**config.mk**
```make
export PLATFORM = sky130hd
export DESIGN_NAME = async_serial_status_control
export DESIGN_NICKNAME = d
export VERILOG_FILES = /design/src/serial_pkg.sv /design/src/async_serial_status_control.sv
export VERILOG_INCLUDE_DIRS = /design/src /design/src/src
export SDC_FILE = /design/constraint.sdc
export NUM_CORES = 1
export LEC_CHECK = 0
export BUFFER_PORTS_ARGS = -buffer_cell sky130_fd_sc_hd__buf_2
export CORE_MARGIN = 2
export CORE_UTILIZATION = 40
export CTS_CLUSTER_DIAMETER = 30
export CTS_CLUSTER_SIZE = 14
export DETAILED_ROUTE_END_ITERATION = 12
export SLEW_MARGIN = 20
export SYNTH_ARGS = -nofsm -noshare
export SYNTH_HDL_FRONTEND = slang
export SYNTH_SLANG_ARGS = --single-unit
```
**constraint.sdc**
```tcl
create_clock -name mclk -period 3.4 [get_ports mclk]
set_clock_uncertainty 0.1 [all_clocks]
set_input_delay 0.17 -clock mclk [delete_from_list [all_inputs] [get_ports mclk]]
set_output_delay 0.17 -clock mclk [all_outputs]
set_load 0.01 [all_outputs]
```
**src/serial_consts.svh**
```systemverilog
`ifndef SERIAL_CONSTS_SVH
`define SERIAL_CONSTS_SVH
// Register word offsets (address bits 4:2)
`define OFF_STATUS      3'h0
`define OFF_DATA        3'h1
`define OFF_FRAME       3'h2
`define OFF_LINE        3'h3
`define OFF_DIV         3'h4
// Status bit positions
`define B_TXE           7
`define B_TXDONE        6
`define B_RXRDY         5
`define B_QUIET         4
`define B_OVR           3
`define B_NOISE         2
`define B_FRAME         1
`define B_PAR           0
// Frame control bit positions
`define FC_RX9          7
`define FC_TX9          6
`define FC_LPD          5
`define FC_LEN9         4
`define FC_WAKE         3
`define FC_PAR_EN       2
`define FC_PAR_ODD      1
`define FC_PAR_IRQ      0
// Line control bit positions
`define LC_TXE_IE       7
`define LC_TXDONE_IE    6
`define LC_RX_IE        5
`define LC_QUIET_IE     4
`define LC_TX_EN        3
`define LC_RX_EN        2
`define LC_MUTE         1
`define LC_BREAK        0
// Reset values
`define STATUS_RST      8'hC0
`define FRAME_RST       8'h00
`define LINE_RST        8'h00
`define DIV_RST         16'h0036
// Oversampling points
`define SMP_LAST        5'h10
`define SMP_A           5'h03
`define SMP_B           5'h05
`define SMP_C           5'h07
`define SMP_LO          5'h08
`define SMP_MID         5'h09
`define SMP_HI          5'h0A
// Quiet-line lengths in samples (10 or 11 bits)
`define QUIET8          8'hA0
`define QUIET9          8'hB0
`endif

```
**src/serial_pkg.sv**
```systemverilog
package serial_pkg;
   typedef enum logic [1:0] {
      RX_IDLE  = 2'b00,
      RX_START = 2'b01,
      RX_DATA  = 2'b10,
      RX_STOP  = 2'b11
   } rx_state_t;
   typedef enum logic [1:0] {
      TX_NONE  = 2'b00,
      TX_WORD  = 2'b01,
      TX_PREAM = 2'b10,
      TX_BRK   = 2'b11
   } tx_kind_t;
endpackage

```
**src/async_serial_status_control.sv**
```systemverilog
// Our own choices: the address map and register access over Avalon-MM.
`timescale 1ns/100ps
`include "serial_consts.svh"
// Contract
// - Start bit noise if three pre-edge samples not high, or sample 3/5/7 high
// - Start bit noise if any of samples 8, 9, 10 high
// - Data bit is majority of samples 8-10; disagreement sets noise
// - Enabled event wakes from wait; halt freezes the unit, no halt exit
// - One shared request, gated by each enable and the global mask
// - Each event gated by its own enable; ready and overrun share one
// - Status resets to C0h
// - Transmit-empty sets on move to shifter; clears on status then data write
// - Holding data not moved while transmit-empty is set
// - Transmit-done only after data frames; cleared by status then data write
// - Receive-ready set on data arrival; cleared by status then data read
// - Quiet flag set on idle line; rearmed only by a new receive-ready
// - Overrun keeps held receive data; new word is lost
// - Framing fault on bad stop; overrun suppresses it
// - Parity fail sets flag, optional interrupt, status read then data access
// - Frame control resets bits 6..0 to zero
// - Nine-bit mode receives bit 9 into bit 7, sends bit 6
// - Low-power bit stops prescaler and output after current byte
// - Length bit picks 8 or 9 data bits; not changed mid-transfer
// - Wake bit picks quiet-line or address-mark wake from mute
// - Parity replaces top frame bit and is checked; applies from next byte
// - Parity select even or odd, applied from next byte
// - Parity spans low 7 or 8 data bits plus parity bit
// - False start discarded; noise kept for next valid frame
module async_serial_status_control #(
   parameter int DIV_W = 16
) (
   // Clock and reset
   input  wire logic             mclk,
   input  wire logic             arst_n,
   // Avalon-MM slave
   input  wire logic [4:0]       address,
   input  wire logic             read,
   input  wire logic             write,
   input  wire logic [3:0]       byteenable,
   input  wire logic [31:0]      writedata,
   output logic      [31:0]      readdata,
   output logic                  waitrequest,
   // Serial line
   input  wire logic             rxd,
   output logic                  txd,
   // CPU power and interrupt context
   input  wire logic             global_irq_mask,
   input  wire logic             wait_mode,
   input  wire logic             halt_mode,
   output logic                  serial_irq,
   output logic                  wake_req
);
   initial begin
      if (DIV_W < 8 || DIV_W > 16) $error("DIV_W must be 8..16");
   end

   function automatic logic maj3(input logic [2:0] v);
      maj3 = (v[0] & v[1]) | (v[0] & v[2]) | (v[1] & v[2]);
   endfunction

   function automatic logic any_event(input logic [7:0] f, input logic [7:0] lc,
                                      input logic [7:0] fc);
      any_event = (f[`B_TXE] & lc[`LC_TXE_IE]) |
                  (f[`B_TXDONE] & lc[`LC_TXDONE_IE]) |
                  ((f[`B_RXRDY] | f[`B_OVR]) & lc[`LC_RX_IE]) |
                  (f[`B_QUIET] & lc[`LC_QUIET_IE]) |
                  (f[`B_PAR] & fc[`FC_PAR_IRQ]);
   endfunction

   logic [7:0]        flags_r, seen_r, fc_r, lc_r, rx_buf_r, tx_hold_r;
   logic [DIV_W-1:0]  div_r, div_cnt_r;
   logic              wait_r, tick_r, te_prev_r, pream_pend_r, quiet_arm_r;
   logic [31:0]       rdata_r;
   logic [7:0]        set_v, clr_v;
   logic              taken, rd_stat, rd_data, wr_data, wr_frame, wr_line;
   serial_pkg::rx_state_t rx_st_r;
   serial_pkg::tx_kind_t  tx_kind_r;
   logic [4:0]        smp_r;
   logic [2:0]        hist_r, mid_r;
   logic [3:0]        bit_r;
   logic [8:0]        sh_r;
   logic              rx_len9_r, rx_par_r, rx_odd_r, nz_acc_r, nz_pend_r;
   logic [7:0]        quiet_cnt_r;
   logic [10:0]       tx_sh_r;
   logic [3:0]        tx_left_r, tx_smp_r;
   logic              trio_maj, trio_bad, rx_end, false_start, load_word, tx_end_word;
   logic [8:0]        word;
   logic              word_msb, par_bad, accept, quiet_hit;
   logic [2:0]        trio;

   ////////////////////////////////////////////////////////////////////////////
   // Bus slave: one wait cycle, read data registered in that cycle
   assign waitrequest = wait_r;
   assign readdata    = rdata_r;
   assign taken    = (read | write) & ~wait_r;
   assign rd_stat  = taken & read & (address[4:2] == `OFF_STATUS);
   assign rd_data  = taken & read & (address[4:2] == `OFF_DATA);
   assign wr_data  = taken & write & byteenable[0] & (address[4:2] == `OFF_DATA);
   assign wr_frame = taken & write & byteenable[0] & (address[4:2] == `OFF_FRAME);
   assign wr_line  = taken & write & byteenable[0] & (address[4:2] == `OFF_LINE);

   always_ff @(posedge mclk or negedge arst_n) begin
      if (!arst_n) begin
         wait_r  <= 1'b1;
         rdata_r <= 32'h0000_0000;
      end else begin
         wait_r <= ~((read | write) & wait_r);
         if ((read | write) & wait_r) begin
            case (address[4:2])
               `OFF_STATUS: rdata_r <= {24'h00_0000, flags_r};
               `OFF_DATA:   rdata_r <= {24'h00_0000, rx_buf_r};
               `OFF_FRAME:  rdata_r <= {24'h00_0000, fc_r};
               `OFF_LINE:   rdata_r <= {24'h00_0000, lc_r};
               `OFF_DIV:    rdata_r <= {{(32-DIV_W){1'b0}}, div_r};
               default:     rdata_r <= 32'h0000_0000;
            endcase
         end
      end
   end

   // Status snapshot: only flags the CPU actually saw may be cleared
   always_ff @(posedge mclk or negedge arst_n) begin
      if (!arst_n) begin
         seen_r <= 8'h00;
      end else if (rd_stat) begin
         seen_r <= rdata_r[7:0];
      end else begin
         if (rd_data) begin
            seen_r[5:0] <= 6'h00;
         end
         if (wr_data) begin
            seen_r[7:6] <= 2'h0;
            seen_r[0]   <= 1'b0;
         end
      end
   end

   always_ff @(posedge mclk or negedge arst_n) begin
      if (!arst_n) begin
         div_r <= DIV_W'(`DIV_RST);
      end else if (taken & write & (address[4:2] == `OFF_DIV)) begin
         if (byteenable[0]) div_r[7:0] <= writedata[7:0];
         if (byteenable[1]) div_r[DIV_W-1:8] <= writedata[DIV_W-1:8];
      end
   end

   // Frame control: bit 7 written only by the receiver
   always_ff @(posedge mclk or negedge arst_n) begin
      if (!arst_n) begin
         fc_r <= `FRAME_RST;
      end else begin
         if (wr_frame) fc_r[6:0] <= writedata[6:0];
         if (rx_end & accept & ~flags_r[`B_RXRDY] & rx_len9_r) begin
            fc_r[`FC_RX9] <= word[8];
         end
      end
   end

   // Line control; hardware clears mute on wake, a software write wins
   always_ff @(posedge mclk or negedge arst_n) begin
      if (!arst_n) begin
         lc_r <= `LINE_RST;
      end else if (wr_line) begin
         lc_r <= writedata[7:0];
      end else if ((quiet_hit & ~fc_r[`FC_WAKE]) |
                   (rx_end & fc_r[`FC_WAKE] & word_msb)) begin
         lc_r[`LC_MUTE] <= 1'b0;
      end
   end

   always_ff @(posedge mclk or negedge arst_n) begin
      if (!arst_n) begin
         tx_hold_r <= 8'h00;
      end else if (wr_data) begin
         tx_hold_r <= writedata[7:0];
      end
   end

   ////////////////////////////////////////////////////////////////////////////
   // Status flags: set beats clear
   always_comb begin
      set_v = 8'h00;
      clr_v = 8'h00;
      set_v[`B_TXE]    = load_word;
      set_v[`B_TXDONE] = tx_end_word;
      if (rx_end & accept) begin
         if (flags_r[`B_RXRDY]) begin
            set_v[`B_OVR] = 1'b1;
         end else begin
            set_v[`B_RXRDY] = 1'b1;
            set_v[`B_NOISE] = nz_acc_r | trio_bad | nz_pend_r;
            set_v[`B_FRAME] = ~trio_maj;
            set_v[`B_PAR]   = par_bad;
         end
      end
      set_v[`B_QUIET] = quiet_hit & quiet_arm_r & ~lc_r[`LC_MUTE];
      if (rd_data) clr_v[5:0] = seen_r[5:0];
      if (wr_data) begin
         clr_v[7:6] = seen_r[7:6];
         clr_v[0]   = seen_r[0];
      end
   end

   always_ff @(posedge mclk or negedge arst_n) begin
      if (!arst_n) begin
         flags_r <= `STATUS_RST;
      end else begin
         flags_r <= (flags_r & ~clr_v) | set_v;
      end
   end

   // Quiet flag is rearmed only by a fresh receive-ready
   always_ff @(posedge mclk or negedge arst_n) begin
      if (!arst_n) begin
         quiet_arm_r <= 1'b0;
      end else if (set_v[`B_RXRDY]) begin
         quiet_arm_r <= 1'b1;
      end else if (set_v[`B_QUIET]) begin
         quiet_arm_r <= 1'b0;
      end
   end

   // Interrupt request and wake-up
   always_ff @(posedge mclk or negedge arst_n) begin
      if (!arst_n) begin
         serial_irq <= 1'b0;
         wake_req   <= 1'b0;
      end else begin
         serial_irq <= any_event(flags_r, lc_r, fc_r) & ~global_irq_mask;
         wake_req   <= any_event(flags_r, lc_r, fc_r) & wait_mode;
      end
   end

   ////////////////////////////////////////////////////////////////////////////
   // Sample tick; halt and low-power (once idle) stop it
   always_ff @(posedge mclk or negedge arst_n) begin
      if (!arst_n) begin
         div_cnt_r <= '0;
         tick_r    <= 1'b0;
      end else if (halt_mode | (fc_r[`FC_LPD] & (rx_st_r == serial_pkg::RX_IDLE) &
                               (tx_kind_r == serial_pkg::TX_NONE))) begin
         tick_r <= 1'b0;
      end else begin
         tick_r    <= (div_cnt_r == '0);
         div_cnt_r <= (div_cnt_r == '0) ? div_r : div_cnt_r - 1'b1;
      end
   end

   ////////////////////////////////////////////////////////////////////////////
   // Receiver
   assign trio     = {rxd, mid_r[1:0]};
   assign trio_maj = maj3(trio);
   assign trio_bad = ~(&trio) & (|trio);
   assign rx_end   = tick_r & (rx_st_r == serial_pkg::RX_STOP) & (smp_r == `SMP_HI);
   assign false_start = tick_r & (rx_st_r == serial_pkg::RX_START) &
                        (smp_r == `SMP_HI) & trio_maj;
   assign word     = rx_len9_r ? sh_r : {1'b0, sh_r[8:1]};
   assign word_msb = rx_len9_r ? word[8] : word[7];
   assign par_bad  = rx_par_r & ((^word) != rx_odd_r);
   assign accept   = ~lc_r[`LC_MUTE] | (fc_r[`FC_WAKE] & word_msb);
   assign quiet_hit = tick_r & lc_r[`LC_RX_EN] &
                      (quiet_cnt_r == (fc_r[`FC_LEN9] ? `QUIET9 : `QUIET8));

   always_ff @(posedge mclk or negedge arst_n) begin
      if (!arst_n) begin
         quiet_cnt_r <= 8'h00;
      end else if (tick_r) begin
         if (~rxd | (rx_st_r != serial_pkg::RX_IDLE)) begin
            quiet_cnt_r <= 8'h00;
         end else if (quiet_cnt_r != 8'hFF) begin
            quiet_cnt_r <= quiet_cnt_r + 8'h01;
         end
      end
   end

   always_ff @(posedge mclk or negedge arst_n) begin
      if (!arst_n) begin
         hist_r <= 3'h7;
      end else if (tick_r) begin
         hist_r <= {hist_r[1:0], rxd};
      end
   end

   always_ff @(posedge mclk or negedge arst_n) begin
      if (!arst_n) begin
         mid_r <= 3'h0;
      end else if (tick_r & ((smp_r == `SMP_LO) | (smp_r == `SMP_MID))) begin
         mid_r <= {mid_r[1:0], rxd};
      end
   end

   // Noise seen on a false start waits for the next accepted frame
   always_ff @(posedge mclk or negedge arst_n) begin
      if (!arst_n) begin
         nz_pend_r <= 1'b0;
      end else if (false_start) begin
         nz_pend_r <= 1'b1;
      end else if (set_v[`B_RXRDY]) begin
         nz_pend_r <= 1'b0;
      end
   end

   always_ff @(posedge mclk or negedge arst_n) begin
      if (!arst_n) begin
         rx_st_r   <= serial_pkg::RX_IDLE;
         smp_r     <= 5'h00;
         bit_r     <= 4'h0;
         sh_r      <= 9'h000;
         nz_acc_r  <= 1'b0;
         rx_len9_r <= 1'b0;
         rx_par_r  <= 1'b0;
         rx_odd_r  <= 1'b0;
      end else if (tick_r) begin
         smp_r <= (smp_r == `SMP_LAST) ? 5'h01 : smp_r + 5'h01;
         case (rx_st_r)
            serial_pkg::RX_IDLE: begin
               if (lc_r[`LC_RX_EN] & ~rxd & hist_r[0]) begin
                  rx_st_r   <= serial_pkg::RX_START;
                  smp_r     <= 5'h02;
                  nz_acc_r  <= (hist_r != 3'h7);
                  rx_len9_r <= fc_r[`FC_LEN9];
                  rx_par_r  <= fc_r[`FC_PAR_EN];
                  rx_odd_r  <= fc_r[`FC_PAR_ODD];
               end
            end
            serial_pkg::RX_START: begin
               if (rxd & ((smp_r == `SMP_A) | (smp_r == `SMP_B) | (smp_r == `SMP_C))) begin
                  nz_acc_r <= 1'b1;
               end
               if (smp_r == `SMP_HI) begin
                  if (trio_maj) begin
                     rx_st_r <= serial_pkg::RX_IDLE;
                  end else if (|trio) begin
                     nz_acc_r <= 1'b1;
                  end
               end
               if (smp_r == `SMP_LAST) begin
                  rx_st_r <= serial_pkg::RX_DATA;
                  bit_r   <= 4'h0;
               end
            end
            serial_pkg::RX_DATA: begin
               if (smp_r == `SMP_HI) begin
                  sh_r <= {trio_maj, sh_r[8:1]};
                  if (trio_bad) nz_acc_r <= 1'b1;
               end
               if (smp_r == `SMP_LAST) begin
                  bit_r <= bit_r + 4'h1;
                  if (bit_r == (rx_len9_r ? 4'h8 : 4'h7)) begin
                     rx_st_r <= serial_pkg::RX_STOP;
                  end
               end
            end
            serial_pkg::RX_STOP: begin
               // End at stop mid-bit so the next edge is not missed
               if (smp_r == `SMP_HI) rx_st_r <= serial_pkg::RX_IDLE;
            end
            default: rx_st_r <= serial_pkg::RX_IDLE;
         endcase
      end
   end

   always_ff @(posedge mclk or negedge arst_n) begin
      if (!arst_n) begin
         rx_buf_r <= 8'h00;
      end else if (set_v[`B_RXRDY]) begin
         rx_buf_r <= word[7:0];
      end
   end

   ////////////////////////////////////////////////////////////////////////////
   // Transmitter
   assign load_word = (tx_kind_r == serial_pkg::TX_NONE) & ~lc_r[`LC_BREAK] & ~pream_pend_r &
                      lc_r[`LC_TX_EN] & ~flags_r[`B_TXE] & ~halt_mode & ~fc_r[`FC_LPD];
   assign tx_end_word = tick_r & (tx_kind_r == serial_pkg::TX_WORD) &
                        (tx_smp_r == 4'hF) & (tx_left_r == 4'h1);

   always_ff @(posedge mclk or negedge arst_n) begin
      if (!arst_n) begin
         te_prev_r    <= 1'b0;
         pream_pend_r <= 1'b0;
      end else begin
         te_prev_r <= lc_r[`LC_TX_EN];
         if (lc_r[`LC_TX_EN] & ~te_prev_r) begin
            pream_pend_r <= 1'b1;
         end else if ((tx_kind_r == serial_pkg::TX_NONE) & ~lc_r[`LC_BREAK] &
                      ~halt_mode & ~fc_r[`FC_LPD]) begin
            pream_pend_r <= 1'b0;
         end
      end
   end

   always_ff @(posedge mclk or negedge arst_n) begin
      if (!arst_n) begin
         tx_kind_r <= serial_pkg::TX_NONE;
         tx_sh_r   <= 11'h7FF;
         tx_left_r <= 4'h0;
         tx_smp_r  <= 4'h0;
      end else if (tx_kind_r == serial_pkg::TX_NONE) begin
         tx_smp_r  <= 4'h0;
         tx_left_r <= fc_r[`FC_LEN9] ? 4'hB : 4'hA;
         if (~halt_mode & ~fc_r[`FC_LPD]) begin
            if (lc_r[`LC_BREAK] & lc_r[`LC_TX_EN]) begin
               tx_kind_r <= serial_pkg::TX_BRK;
               tx_sh_r   <= 11'h000;
            end else if (pream_pend_r) begin
               tx_kind_r <= serial_pkg::TX_PREAM;
               tx_sh_r   <= 11'h7FF;
            end else if (load_word) begin
               tx_kind_r <= serial_pkg::TX_WORD;
               if (fc_r[`FC_LEN9]) begin
                  tx_sh_r <= {1'b1, fc_r[`FC_PAR_EN] ? ((^tx_hold_r) ^ fc_r[`FC_PAR_ODD])
                              : fc_r[`FC_TX9], tx_hold_r, 1'b0};
               end else begin
                  tx_sh_r <= {2'b11, fc_r[`FC_PAR_EN] ? ((^tx_hold_r[6:0]) ^ fc_r[`FC_PAR_ODD])
                              : tx_hold_r[7], tx_hold_r[6:0], 1'b0};
               end
            end
         end
      end else if (tick_r) begin
         tx_smp_r <= tx_smp_r + 4'h1;
         if (tx_smp_r == 4'hF) begin
            tx_sh_r   <= {1'b1, tx_sh_r[10:1]};
            tx_left_r <= tx_left_r - 4'h1;
            if (tx_left_r == 4'h1) tx_kind_r <= serial_pkg::TX_NONE;
         end
      end
   end

   always_ff @(posedge mclk or negedge arst_n) begin
      if (!arst_n) begin
         txd <= 1'b1;
      end else begin
         txd <= (tx_kind_r == serial_pkg::TX_NONE) | tx_sh_r[0];
      end
   end
endmodule // async_serial_status_control

```
==> impl_results.md <==
* RSZ-0062 raised after global routing: false
* Element type at the critical path end: register
* Yosys warns at 0
* Mapped Area at 8250 um^2
* Xor-xnor portion of the synthesized cell area at 3.46%
* Top cells by area, synth: dfrtp_1 43%, mux2_2 7.5%, dfstp_2 7.0%, mux2i_1 3.8%, nand2_1 3.0%
* Final setup fails at 0
* CP Launch Point: div_cnt_r[0]$_DFFE_PN0N_
* Data required, critical path at 3650 ps
* Fmax at 395 MHz
* Worst path bufs/invs at 1
* Post-CTS setup buffer count at 0
* Commonest non-fill, non-tap cells in the layout: 141 x dfrtp_1, 66 x nand2_1, 59 x nor2_1
* Cell area power density at 576 nW/um^2
* Slew Limit Fails at 0
* Row count at 52
* Final core utilization at 46.9%
* MaxCap Viol Count at 0
* First-pass GRT wire length at 30800 um
* Layout net count at 900
* Ys flop type: dfrtp_1
* Final cycle utilization of the critical path at 74.4%
* Critical path launch point type: register
* Fillers at 1896
* Cell count after synthesis at 772
* Final hold vios at 0
* Hold_ws at 34.2 ps
* Vias in the first global route at 5836
* Drt initial violations at 395
* Die Y at 148 um
* Peak fanout along the critical path at 15
* IO Pins at 85
* Type of the worst setup path: reg2reg
* Ant diodes at 0
* Post-synth EDFFs at 0
* Clk sinks at 163
* CTS max path bufs at 2
* Initial DRT Pass Iterations at 4
* Critical path's top delay family: simple AND/OR/NAND/NOR gates
* Routed WL at 18800 um
* Root Driver: clkbuf_16
* Post-synthesis compound-gate area fraction at 14.6%
* Leakage at 4.21 nW
* # DRC at 0
* Total grt overflow at 0
* Yosys top cell area share at 42.8%
* Status: finished, final reports clean
* Layout area overhead at 14.9%
* Slowest library cell on the worst path: or2_2
* WL/cell at 16.8 um
* CTS tree: yes
* Vias/cell at 5.34
* Min cycle time layout at 2530 ps
* Asr flop ratio synth at 100%
* Post-route setup TNS at 0 ps
* Synth cell types at 74
* Setup slack, reg-to-reg at 870 ps
* Mean Syn Cell Area at 10.7 um^2
* Switching share of power at 31.1%
* Antenna viol nets, final at 0
* Clock power share at 33.2%
* PostCTS Resize Cnt at 0
* Storage element area at 4110 um^2
* Net Sw Power at 1.70 mW
* Clk_lat worst skew at 430 ps
* Seq/Total Area, Yosys at 49.8%
* Share of layout cells above drive strength 1 at 21.6%
* Seq pwr share at 47.4%
* Post-DP HPWL at 13000 um
* Cell internal pwr at 3.76 mW
* Slew margin rel. at 37.5%
* Commonest non-fill, non-tap cell in the layout: dfrtp_1
* Multiplexer share of the synthesized area at 11.4%
* CTS buffer count at 17
* Worst-path clk slew at 70 ps
* Hold-fix buffers, CTS at 20
* Worst slew pin tran at 935 ps
* Largest family of logic cells by synthesized area: compound AO/OA/AOI/OAI gates
* Die area at 21800 um^2
* Worst r2r src: div_cnt_r[0]$_DFFE_PN0N_
* GP Congestion at 0.816
* Yosys top cell by area: dfrtp_1
* Starting Density at 40.8%
* GRT Overall Usage at 17.9%
* Setup ws final at 869 ps
* Cell breakdown of the critical path: inv_1 > ha_1 > nor4b_1 > nand4_1 > or2_2 > a211o_1 > a22oi_1
* Hold Path Class: in2reg
* CORE AREA at 20200 um^2
* Pin count of the biggest net entering global routing at 81
* Simple-gate share of the synthesized area at 13.4%
* Chip width at 148 um
* Combinational power share at 19.4%
* Critical path arrival at 2780 ps
* Total number of vias at 5973
* Port bufs at 48
* Post-synthesis register bit count at 163
* Worst hold start: rxd
* Area of the multi-input gates at 3820 um^2
* Pre-CTS setup slack at 926 ps
* # H-tree levels at 4
* VDD IR max at 0.283 mV
* CP max stage delay at 540 ps
* Initial antenna violation count at 0
* Post-synthesis adder-cell area fraction at 2.55%
[per-stage QoR]
stage	cells	power, mW	cell area, um^2
2_1_floorplan	787	3.33	8310
3_3_place_gp	1066	3.65	8730
3_5_place_dp	1066	3.67	8730
4_1_cts	1118	5.51	9480
5_1_grt	1118	5.76	9480
6_report	1118	5.46	9480
[sequential cells by signal, summed over array words and instances (netlist names), 9 cells and up, named ones only]
name and cells:
sh_r 9, readdata 16, tx_sh_r 11, div_r 16, div_cnt_r 16
[power by group through the flow]
| stage | clock (mW) | sequential [mW] | combinational [mW] |
|---|---|---|---|
| floorplan | 0 | 2.52 | 0.808 |
| global placement | 0 | 2.62 | 1.03 |
| detailed placement | 0 | 2.62 | 1.05 |
| CTS | 1.85 | 2.59 | 1.07 |
| global route | 1.93 | 2.64 | 1.19 |
| finish | 1.81 | 2.59 | 1.06 |
[synth_stat cells (all sizes together), types with 5 or more instances]
master and instances:
dfrtp 141, nand2 67, nor2 59, mux2 56, o21ai 47, buf 31
inv 31, mux2i 31, a22o 23, a21oi 22, dfstp 22, xnor2 21
clkbuf 20, ha 16, nor3 14, a31oi 12, o211ai 11, nand3 10
o22ai 10, xor2 9, nor4 8, o31ai 8, nand4 7, a22oi 6
nor4b 6, and3 5, nand2b 5, nand3b 5
[final timing paths]
check                                             endpoint  depth (start not counted)
worst max-delay path              div_cnt_r[8]$_DFFE_PN0N_                          7
worst min-delay path            quiet_cnt_r[1]$_DFFE_PN0P_                          3
worst max register to register    div_cnt_r[8]$_DFFE_PN0N_                          7
worst min register to register    pream_pend_r$_DFFE_PN0P_                          1
max in group asynchronous              sh_r[1]$_DFFE_PN0P_                          3
min in group asynchronous         tx_hold_r[3]$_DFFE_PN0P_                          2
[cell type report]
| cell class | count | area share (%) |
|---|---|---|
| clock buffer | 19 | 4.78 |
| sequential | 163 | 43.3 |
| tap | 270 | 3.56 |
| timing repair buffer | 80 | 5.79 |
| clock inverter | 13 | 1.07 |
| inverter | 31 | 1.23 |
| multi-input combinational | 542 | 40.3 |
[metal layers]
metal,vias up,wire [um],share of wire (%),track usage [%]
li1,2903,-,-,-
met1,2968,9190,49,25.2
met4,0,227,1.2,5.48
met5,-,0,0,0
met2,86,8820,47,28.3
met3,16,574,3.1,3.24
[logic make-up after synthesis]
| family | Yosys count |
|---|---|
| AOI/OAI and AO/OA | 175 |
| xor gates and xnor gates | 31 |
| adders and majority gates | 17 |
| buffers and inverters | 82 |
| DFF | 163 |
| muxes | 87 |
| other | 1 |
| and+or+nand+nor | 216 |
[worst reg2reg max path, stage by stage (launching register included)]
cell     delay [ps]
dfrtp_1         450
inv_1           120
ha_1            160
nor4b_1         340
nand4_1         290
or2_2           540
a211o_1         320
a22oi_1         140
No activity file was read; power rests on OpenSTA's default activity.
